<file path="src/hdl/ssi_enc_pkg.sv">
package ssi_enc_pkg;
    // position word
    localparam int POS_W = 25;
    localparam int TURN_W = 13;
    localparam int CNT_W = 5;
    localparam logic [POS_W-1:0] POS_RST = 25'h0;
    localparam logic [CNT_W-1:0] CNT_RST = 5'h0;
    localparam logic [CNT_W-1:0] LAST_BIT = 5'h19;
    // line levels
    localparam logic LINE_IDLE = 1'b1;
    localparam logic LINE_MONO = 1'b0;
    // clock and timing
    localparam int CLK_HZ = 50_000_000;
    localparam int AVAIL_MS = 450;
    localparam int AVAIL_CYC = (CLK_HZ / 1000) * AVAIL_MS;
    localparam int AVAIL_W = 25;
    localparam logic [AVAIL_W-1:0] AVAIL_RST = 25'h0;
    localparam int MONO_US = 20;
    localparam int MONO_CYC = (CLK_HZ / 1_000_000) * MONO_US;
    localparam int MONO_W = 16;
    localparam logic [MONO_W-1:0] MONO_RST = 16'h0;
    // transfer states
    typedef enum logic [2:0] {
        ST_IDLE = 3'b001,
        ST_SHIFT = 3'b010,
        ST_MONO = 3'b100
    } ssi_state_t;
endpackage : ssi_enc_pkg

</file>
<file path="src/hdl/sync2.sv">
`timescale 1ns/1ps
module sync2 #(
    parameter logic RST_VAL = 1'b0
) (
    // clock and reset
    input wire logic clk,
    input wire logic rst_n,
    // level in and out
    input wire logic d,
    output logic q
);
    logic meta_r;
    logic meta_nxt;
    logic q_nxt;

    always_comb begin
        meta_nxt = d;
        q_nxt = meta_r;
    end

    always_ff @(posedge clk or negedge rst_n) begin
        if (!rst_n) begin
            meta_r <= RST_VAL;
            q <= RST_VAL;
        end else begin
            meta_r <= meta_nxt;
            q <= q_nxt;
        end
    end
endmodule : sync2

</file>
<file path="src/hdl/ssi_encoder.sv">
// Operation
// position is 25 bits, low 13 steps per turn, upper bits whole turns
// sent word is Gray coded or plain binary by coding variant
// direction low counts up clockwise, high counts down clockwise
// falling edge on zero-set makes the position read zero
// no valid data for up to 450 ms after power-up
// idle clock and data lines both stay high
// first falling clock edge captures position into the shift register
// MSB out at first rising edge, next lower bit each later rising edge
// after LSB data low until monoflop time from last falling edge
// coding choice and monoflop length are static block parameters
`timescale 1ns/1ps
module ssi_encoder #(
    parameter bit GRAY_OUT = 1'b1,
    parameter int MONO_CYC = ssi_enc_pkg::MONO_CYC,
    parameter int AVAIL_CYC = ssi_enc_pkg::AVAIL_CYC
) (
    // clock and reset
    input wire logic ref_clk,
    input wire logic rstn,
    // ssi link pins
    input wire logic ssi_clk,
    output logic ssi_data,
    // configuration pins
    input wire logic dir_sel,
    input wire logic zero_set,
    // sensor steps, same clock
    input wire logic step_valid,
    input wire logic step_cw,
    // status
    output logic pos_valid,
    output logic [ssi_enc_pkg::POS_W-1:0] position
);
    localparam logic [ssi_enc_pkg::MONO_W-1:0] MONO_LOAD = ssi_enc_pkg::MONO_W'(MONO_CYC);
    localparam logic [ssi_enc_pkg::AVAIL_W-1:0] AVAIL_LAST =
        ssi_enc_pkg::AVAIL_W'(AVAIL_CYC - 1);

    logic rst_n;
    logic sclk_s;
    logic dir_s;
    logic zs_s;

    // reset release and pin synchronisers
    sync2 #(.RST_VAL(1'b0)) u_rst (
        .clk(ref_clk),
        .rst_n(rstn),
        .d(1'b1),
        .q(rst_n)
    );
    sync2 #(.RST_VAL(1'b1)) u_sclk (
        .clk(ref_clk),
        .rst_n(rst_n),
        .d(ssi_clk),
        .q(sclk_s)
    );
    sync2 #(.RST_VAL(1'b0)) u_dir (
        .clk(ref_clk),
        .rst_n(rst_n),
        .d(dir_sel),
        .q(dir_s)
    );
    sync2 #(.RST_VAL(1'b1)) u_zs (
        .clk(ref_clk),
        .rst_n(rst_n),
        .d(zero_set),
        .q(zs_s)
    );

    // edge detection
    logic sclk_d_r;
    logic zs_d_r;
    logic sclk_fall;
    logic sclk_rise;
    logic zs_fall;

    assign sclk_fall = sclk_d_r & ~sclk_s;
    assign sclk_rise = ~sclk_d_r & sclk_s;
    assign zs_fall = zs_d_r & ~zs_s;

    // position and availability state
    logic [ssi_enc_pkg::POS_W-1:0] pos_r;
    logic [ssi_enc_pkg::POS_W-1:0] pos_nxt;
    logic [ssi_enc_pkg::POS_W-1:0] coded;
    logic [ssi_enc_pkg::AVAIL_W-1:0] avail_cnt_r;
    logic [ssi_enc_pkg::AVAIL_W-1:0] avail_cnt_nxt;
    logic avail_r;
    logic avail_nxt;
    logic up;

    always_comb begin
        up = step_cw ^ dir_s;
        pos_nxt = pos_r;
        if (zs_fall) begin
            pos_nxt = ssi_enc_pkg::POS_RST;
        end else if (step_valid) begin
            pos_nxt = up ? pos_r + 1'b1 : pos_r - 1'b1;
        end
        coded = GRAY_OUT ? (pos_r ^ (pos_r >> 1)) : pos_r;
        avail_cnt_nxt = avail_cnt_r;
        avail_nxt = avail_r;
        if (!avail_r) begin
            if (avail_cnt_r == AVAIL_LAST) begin
                avail_nxt = 1'b1;
            end else begin
                avail_cnt_nxt = avail_cnt_r + 1'b1;
            end
        end
    end

    always_ff @(posedge ref_clk or negedge rst_n) begin
        if (!rst_n) begin
            pos_r <= ssi_enc_pkg::POS_RST;
            avail_cnt_r <= ssi_enc_pkg::AVAIL_RST;
            avail_r <= 1'b0;
            sclk_d_r <= ssi_enc_pkg::LINE_IDLE;
            zs_d_r <= 1'b1;
        end else begin
            pos_r <= pos_nxt;
            avail_cnt_r <= avail_cnt_nxt;
            avail_r <= avail_nxt;
            sclk_d_r <= sclk_s;
            zs_d_r <= zs_s;
        end
    end

    assign position = pos_r;
    assign pos_valid = avail_r;

    // transfer state
    ssi_enc_pkg::ssi_state_t state_r;
    ssi_enc_pkg::ssi_state_t state_nxt;
    logic [ssi_enc_pkg::POS_W-1:0] shreg_r;
    logic [ssi_enc_pkg::POS_W-1:0] shreg_nxt;
    logic [ssi_enc_pkg::CNT_W-1:0] bit_r;
    logic [ssi_enc_pkg::CNT_W-1:0] bit_nxt;
    logic [ssi_enc_pkg::MONO_W-1:0] mono_r;
    logic [ssi_enc_pkg::MONO_W-1:0] mono_nxt;
    logic data_r;
    logic data_nxt;

    always_comb begin
        state_nxt = state_r;
        shreg_nxt = shreg_r;
        bit_nxt = bit_r;
        mono_nxt = mono_r;
        data_nxt = data_r;
        case (state_r)
            ssi_enc_pkg::ST_IDLE: begin
                data_nxt = ssi_enc_pkg::LINE_IDLE;
                if (sclk_fall && avail_r) begin
                    shreg_nxt = coded;
                    bit_nxt = ssi_enc_pkg::CNT_RST;
                    mono_nxt = MONO_LOAD;
                    state_nxt = ssi_enc_pkg::ST_SHIFT;
                end
            end
            ssi_enc_pkg::ST_SHIFT: begin
                if (sclk_rise && bit_r != ssi_enc_pkg::LAST_BIT) begin
                    data_nxt = shreg_r[ssi_enc_pkg::POS_W-1];
                    shreg_nxt = {shreg_r[ssi_enc_pkg::POS_W-2:0], 1'b0};
                    bit_nxt = bit_r + 1'b1;
                    mono_nxt = MONO_LOAD;
                end else if (sclk_fall && bit_r == ssi_enc_pkg::LAST_BIT) begin
                    data_nxt = ssi_enc_pkg::LINE_MONO;
                    mono_nxt = MONO_LOAD;
                    state_nxt = ssi_enc_pkg::ST_MONO;
                end else if (sclk_rise || sclk_fall) begin
                    mono_nxt = MONO_LOAD;
                end else if (mono_r == ssi_enc_pkg::MONO_RST) begin
                    data_nxt = ssi_enc_pkg::LINE_IDLE;
                    state_nxt = ssi_enc_pkg::ST_IDLE;
                end else begin
                    mono_nxt = mono_r - 1'b1;
                end
            end
            ssi_enc_pkg::ST_MONO: begin
                data_nxt = ssi_enc_pkg::LINE_MONO;
                if (mono_r == ssi_enc_pkg::MONO_RST) begin
                    data_nxt = ssi_enc_pkg::LINE_IDLE;
                    state_nxt = ssi_enc_pkg::ST_IDLE;
                end else begin
                    mono_nxt = mono_r - 1'b1;
                end
            end
            default: begin
                data_nxt = ssi_enc_pkg::LINE_IDLE;
                state_nxt = ssi_enc_pkg::ST_IDLE;
            end
        endcase
    end

    always_ff @(posedge ref_clk or negedge rst_n) begin
        if (!rst_n) begin
            state_r <= ssi_enc_pkg::ST_IDLE;
            shreg_r <= ssi_enc_pkg::POS_RST;
            bit_r <= ssi_enc_pkg::CNT_RST;
            mono_r <= ssi_enc_pkg::MONO_RST;
            data_r <= ssi_enc_pkg::LINE_IDLE;
        end else begin
            state_r <= state_nxt;
            shreg_r <= shreg_nxt;
            bit_r <= bit_nxt;
            mono_r <= mono_nxt;
            data_r <= data_nxt;
        end
    end

    assign ssi_data = data_r;
endmodule : ssi_encoder

</file>
<file path="config.mk">
export PLATFORM = sky130hd
export DESIGN_NAME = ssi_encoder
export DESIGN_NICKNAME = d
export VERILOG_FILES = /design/src/hdl/ssi_enc_pkg.sv /design/src/hdl/sync2.sv /design/src/hdl/ssi_encoder.sv
export SDC_FILE = /design/constraint.sdc
export NUM_CORES = 1
export LEC_CHECK = 0
export ABC_AREA = 1
export BUFFER_PORTS_ARGS = -buffer_cell sky130_fd_sc_hd__buf_2
export CAP_MARGIN = 40
export CORE_ASPECT_RATIO = 0.5
export CORE_MARGIN = 5
export CORE_UTILIZATION = 30
export CTS_CLUSTER_DIAMETER = 30
export DETAILED_ROUTE_END_ITERATION = 6
export PLACE_DENSITY = 0.53
export SYNTH_ARGS = -nofsm -noshare
export SYNTH_HDL_FRONTEND = slang
export SYNTH_SLANG_ARGS = --single-unit
</file>
<file path="constraint.sdc">
create_clock -name ref_clk -period 6.7 [get_ports ref_clk]
set_clock_uncertainty 0.05 [all_clocks]
set_input_delay 0.67 -clock ref_clk [delete_from_list [all_inputs] [get_ports ref_clk]]
set_output_delay 0.67 -clock ref_clk [all_outputs]
set_load 0.01 [all_outputs]
</file>
Word-level counts from Yosys, hierarchy flattened
Cells that the tools add are included.
{"block": "totals", "in_bits": 7, "reg_bits": 111, "word_cells": 87, "output_inout_bits": 27}
{"block": "op_classes", "n_eq_ne": 12, "n_addsub": 5, "n_reduce_logical": 13, "mux": 29, "bitwise_logic": 10}
{"cell": "25-bit 2-to-1 mux", "count": 5}
{"cell": "16-bit 2-to-1 mux", "count": 5}
{"cell": "25-bit by 1-bit adder with 25-bit output, second input constant", "count": 2}
{"cell": "25-bit one-hot mux with 2 select lines", "count": 1}
{"cell": "16-bit one-hot mux with 3 select lines", "count": 1}
{"cell": "25-bit equality test, second input constant", "count": 1}
{"cell": "25-bit by 1-bit subtractor with 25-bit output, second input constant", "count": 1}
{"cell": "25-bit by 24-bit bitwise XOR with 25-bit output", "count": 1}
{"cell": "16-bit zero test", "count": 1}
{"cell": "16-bit by 1-bit subtractor with 16-bit output, second input constant", "count": 1}
{"cell": "3-bit 2-to-1 mux", "count": 5}
{"cell": "5-bit 2-to-1 mux", "count": 2}
{"cell": "5-bit one-hot mux with 2 select lines", "count": 1}
{"cell": "3-bit one-hot mux with 3 select lines", "count": 1}
{"cell": "4-bit inequality test, second input constant", "count": 2}
{"cell": "1-bit 2-to-1 mux", "count": 7}
{"cell": "2-bit inequality test, second input constant", "count": 3}
{"cell": "2-bit AND reduction", "count": 3}
{"cell": "3-bit AND reduction", "count": 2}
{"cell": "5-bit by 1-bit adder with 5-bit output, second input constant", "count": 1}
{"cell": "5-bit equality test, second input constant", "count": 1}
{"cell": "5-bit inequality test, second input constant", "count": 1}
{"cell": "1-bit inverter", "count": 5}
{"cell": "2-bit nonzero test", "count": 2}
{"cell": "other kinds (10)", "count": 14}

Longest topological paths before layout
{"block": "logic_depth", "depth_word": 7, "depth_mapped": 13, "mapped_depth_nobuf": 13}

By module
Synthesis repeated with hierarchy kept, for this count alone.
{"block": "unflattened", "hier_cells": 1077, "area_unflattened_um2": 7442.1}
{"module": "ssi_encoder", "area_per_inst_um2": 7236.9, "cells_per_inst": 1069, "n_inst": 1, "seq_area_each_um2": 2582.5}
{"module": "sync2 at u_sclk ...", "area_per_inst_um2": 52.6, "cells_per_inst": 2, "n_inst": 2, "seq_area_each_um2": 52.6}
{"module": "sync2 at u_dir ...", "area_per_inst_um2": 50.0, "cells_per_inst": 2, "n_inst": 2, "seq_area_each_um2": 50.0}

Worst setup path before layout
Ideal clock, no wire load.
{"block": "synth_path", "path_kind": "input to register", "start": "in step_cw", "end": "reg pos_r, in the netlist position[23]", "setup_ns": 0.118, "setup_slack_ns": 3.472, "t_required_ns": 6.532, "arrival_time_ns": 3.060, "path_stages": 9, "path_cell_list": "xnor2_1 > ha_1 > or2_2 > nand3_1 > nand2_1 > nand2_1 > nand4_1 > nand3_1 > nand2_1"}
{"block": "synth_between", "elab_chain_len": 4}
{"element": "from (decl)", "line_no": "ssi_encoder.sv:29", "rtl": "input wire logic step_cw,"}
{"element": "1-bit bitwise XOR", "line_no": "ssi_encoder.sv:91", "rtl": "up = step_cw ^ dir_s;"}
{"element": "25-bit 2-to-1 mux", "line_no": "ssi_encoder.sv:96", "rtl": "pos_nxt = up ? pos_r + 1'b1 : pos_r - 1'b1;"}
{"element": "25-bit 2-to-1 mux", "line_no": "ssi_encoder.sv:95", "rtl": "end else if (step_valid) begin"}
{"element": "25-bit 2-to-1 mux", "line_no": "ssi_encoder.sv:93", "rtl": "if (zs_fall) begin"}
{"element": "to (signal assigned)", "line_no": "ssi_encoder.sv:112", "rtl": "pos_r <= ssi_enc_pkg::POS_RST;"}
{"element": "to (signal assigned)", "line_no": "ssi_encoder.sv:118", "rtl": "pos_r <= pos_nxt;"}
{"element": "to (decl)", "line_no": "ssi_encoder.sv:81", "rtl": "logic [ssi_enc_pkg::POS_W-1:0] pos_r;"}
Every way passes these cells. The select of a mux whose other input is x is not followed.
A chain may end at the register's enable or synchronous reset.

Worst setup path in the final report
{"block": "layout_path", "start": "reg u_dir.q", "end": "reg pos_r, in the netlist position[18]"}
{"block": "layout_between", "elab_chain_len": 4}
{"element": "from (decl)", "line_no": "sync2.sv:10", "rtl": "output logic q"}
{"element": "from (signal assigned)", "line_no": "sync2.sv:27", "rtl": "q <= q_nxt;"}
{"element": "1-bit bitwise XOR", "line_no": "ssi_encoder.sv:91"}
{"element": "25-bit 2-to-1 mux", "line_no": "ssi_encoder.sv:96"}
{"element": "25-bit 2-to-1 mux", "line_no": "ssi_encoder.sv:95"}
{"element": "25-bit 2-to-1 mux", "line_no": "ssi_encoder.sv:93"}
Every way passes these cells. The select of a mux whose other input is x is not followed.

==> out/metrics.yaml <==
ant_nets: 0
power.leakage_nw: 4.53
crit_arrival_ns: 2.71
min_period_ns: 2.51
grt-ovfl-total: 0
cts_root_buf: "clkbuf_16"
synthAdderAreaFrac: 0.0515
synth_xor_area_frac: 0.0624
required_ns: 6.90
syn_inst: 1081
cts_resized: 0
p_per_area_nw_per_um2: 290
finalSetupViolCount: 0
vias_per_cell: 4.54
dpl.hpwl_microns: 13800
first_pass_iters: 4
synth.avg_cell_area_sq_um: 6.88
start_util: 0.308
nFillCells: 2553
pin_count: 34
yosys_register_bits: 111
r2r-end: "position[18]$_DFFE_PN0P_"
timing_hold_violations_final: 0
dpl-instance-area_sq_um: 7950
power_w: 0.00239
layout-drive-gt1-share: 0.0787
syn_to_final_growth_pct: 10.9
drc: 0
critPathCaptureType: "flip-flop"
synth_nets: 1118
cts_num_sinks: 111
setup_tns_ns: 0
fp.coreArea_sq_um: 24200
tightest_slew_ns: 0.795
yosysSeqAreaShare: 0.375
gp_congestion: 0.880
fp.dieArea_sq_um: 28200
max_freq_ghz: 0.398
clockBufferDepth: 2
yosys_warnings: 0
async_flop_share: 1.00
cts_setup_buffers: 0
worstSetupPathType: "reg -> reg"
cts_tree: "built"
row_count: 40
synth_compound_area_frac: 0.0729
routed_wirelength_microns: 18300
post_drt_wl_per_cell_microns: 12.6
final-max-slew-violation-count: 0
cp_max_fo: 25
finalCritPeriodShare: 0.375
relSlewSlack: 0.470
io_buffers: 33
die_w_microns: 233
synth.distinct_cells: 41
synth_edf_count: 0
clk_pin_slew_ns: 0.08
grt_pass1_vias: 6429
grt_pass1_wl_microns: 31700
multi_input_area_sq_um: 3990
synth_top_family_by_area: "simple AND/OR/NAND/NOR gates"
muxShareOfSynthArea: 0.00135
clock_latency_ns: 0.36
numCtsBuffers: 9
antenna_found_initial: 0
fp.dieH_microns: 121
antenna_cells: 0
finalNetCount: 1150
cts-hold-fix-buffers: 0
synth_area_leader_cell: "dfrtp_1"
grt_max_degree: 61
first_iter_violations: 392
h-tree-depth: 3
via_count: 6597
irDropWorstVdd_mv: 0.172
design_area_sq_um: 8250
r2r_start: "u_dir.q$_DFF_PN0_"
synth_area_leaders: "dfrtp_1 (35%), nand2_1 (19%), inv_1 (7.1%)"
regArea_sq_um: 2790
status: "completed"
maxCapViolCount: 0
synth_flop_cell: "dfrtp_1"
ff2ff_setup_slack_ns: 4.19
hold_path.class: "in -> async"
rsz0062_at_grt: "false"
grt_usage: 0.135
cp-start-kind: "flip-flop"
synth_area_sq_um: 7430
synth_top_area_share: 0.347
worstRegToRegCells: 12
post_synth_and_or_nand_nor_area_fraction: 0.346
## layout by cell type (no fill, tap or decap), types with 2 or more instances in the layout
cell,synthesis,layout
a21oi_1,24,24
buf_2,2,33
buf_4,5,5
clkbuf_16,0,9
clkinv_2,0,2
dfrtp_1,103,102
dfstp_2,8,8
ha_1,29,29
inv_1,140,140
inv_2,4,4
nand2_1,380,380
nand2_2,4,4
nand3_1,55,55
nand3_2,3,3
nand3b_1,4,4
nand4_1,16,16
nor2_1,139,139
nor2_2,2,2
nor3_1,15,15
nor3_2,4,4
o21ai_0,31,31
o21ai_1,3,3
o21ai_2,5,5
o22ai_1,26,26
o31ai_1,3,3
xnor2_1,11,10
xor2_1,42,42
## stage by stage
stage | worst slack [ns] | utilization | hold WS, ns | cells
global route | 3.93 | 0.341 | 0.00827 | 1454
CTS | 4.18 | 0.341 | 0.0134 | 1454
finish | 4.19 | 0.341 | 0.0292 | 1454
detailed placement | 3.88 | 0.329 | 0.288 | 1438
floorplan | 3.34 | - | 0.281 | 1081
global placement | 3.86 | 0.329 | 0.284 | 1438
## how the worst max path moves through the flow
stage                                   from                          to  cells after the start
after CTS                 sclk_d_r$_DFF_PN1_       mono_r[6]$_DFFE_PN0P_                      8
final                      u_dir.q$_DFF_PN0_    position[18]$_DFFE_PN0P_                     12
after global placement               step_cw    position[18]$_DFFE_PN0P_                     13
after floorplan            u_rst.q$_DFF_PN0_  avail_cnt_r[0]$_DFFE_PN0P_                      0
after detailed placement             step_cw    position[18]$_DFFE_PN0P_                     13
after global routing      sclk_d_r$_DFF_PN1_       mono_r[8]$_DFFE_PN0P_                      7
## state kept, by name, indices dropped and copies added (netlist names)
| signal | flops |
|---|---|
| pos_valid | 1 |
| zs_d_r | 1 |
| state_r | 3 |
| u_zs.q | 1 |
| shreg_r | 25 |
| u_dir.meta_r | 1 |
| u_rst.q | 1 |
| position | 25 |
| u_sclk.meta_r | 1 |
| sclk_d_r | 1 |
| ssi_data | 1 |
| u_sclk.q | 1 |
| bit_r | 5 |
| u_zs.meta_r | 1 |
| u_rst.meta_r | 1 |
| mono_r | 16 |
| u_dir.q | 1 |
| avail_cnt_r | 25 |
## routing by layer
layer,wire length (microns),vias up,GRT usage,part of all wire
met5,0,-,0,0
met4,219,0,0.0284,0.012
li1,-,3461,-,-
met3,456,14,0.0224,0.025
met2,8450,68,0.229,0.46
met1,9130,3054,0.182,0.50
## final cells by class
| type | count | area share |
|---|---|---|
| clock buffer | 10 | 0.0278 |
| timing repair buffer | 38 | 0.0246 |
| inverter | 146 | 0.0668 |
| sequential | 111 | 0.338 |
| clock inverter | 6 | 0.00819 |
| tap | 336 | 0.0510 |
| multi-input combinational | 807 | 0.483 |
## worst max-delay path, stage by stage (launching register included)
cell	delay [ns]
dfrtp_1	0.43
xnor2_2	0.15
buf_4	0.24
ha_1	0.42
nand2_1	0.12
nor2_1	0.31
nand3_1	0.14
nand3_1	0.17
nand2_1	0.12
nand2_1	0.07
nand2_1	0.05
nand3_1	0.06
nand2_1	0.07
## cells by family (layout without fill, tap and decap cells)
logic type,after synthesis,after routing
AND/OR/NAND/NOR,627,627
buffers and inverters,163,200
flip-flops,111,111
AO/OA/AOI/OAI,95,95
XOR/XNOR,53,53
adder cells (fa/ha/maj),30,30
other,1,1
multiplexers,1,1
## where the power goes
group          internal [W]  switching, W
clock network      0.000294      0.000263
logic              0.000345      0.000605
registers          0.000736      0.000146
## cell usage after synthesis (5+ instances only)
library cell and number:
inv_1 140, a21oi_1 24, o21ai_0 31, clkbuf_1 6
xor2_1 42, dfrtp_1 103, nand3_1 55, nor2_1 139
nor3_1 15, buf_4 5, nand2_1 380, ha_1 29
nand4_1 16, xnor2_1 11, o21ai_2 5, o22ai_1 26
dfstp_2 8
Note: power is estimated with default switching activity, not from simulation.
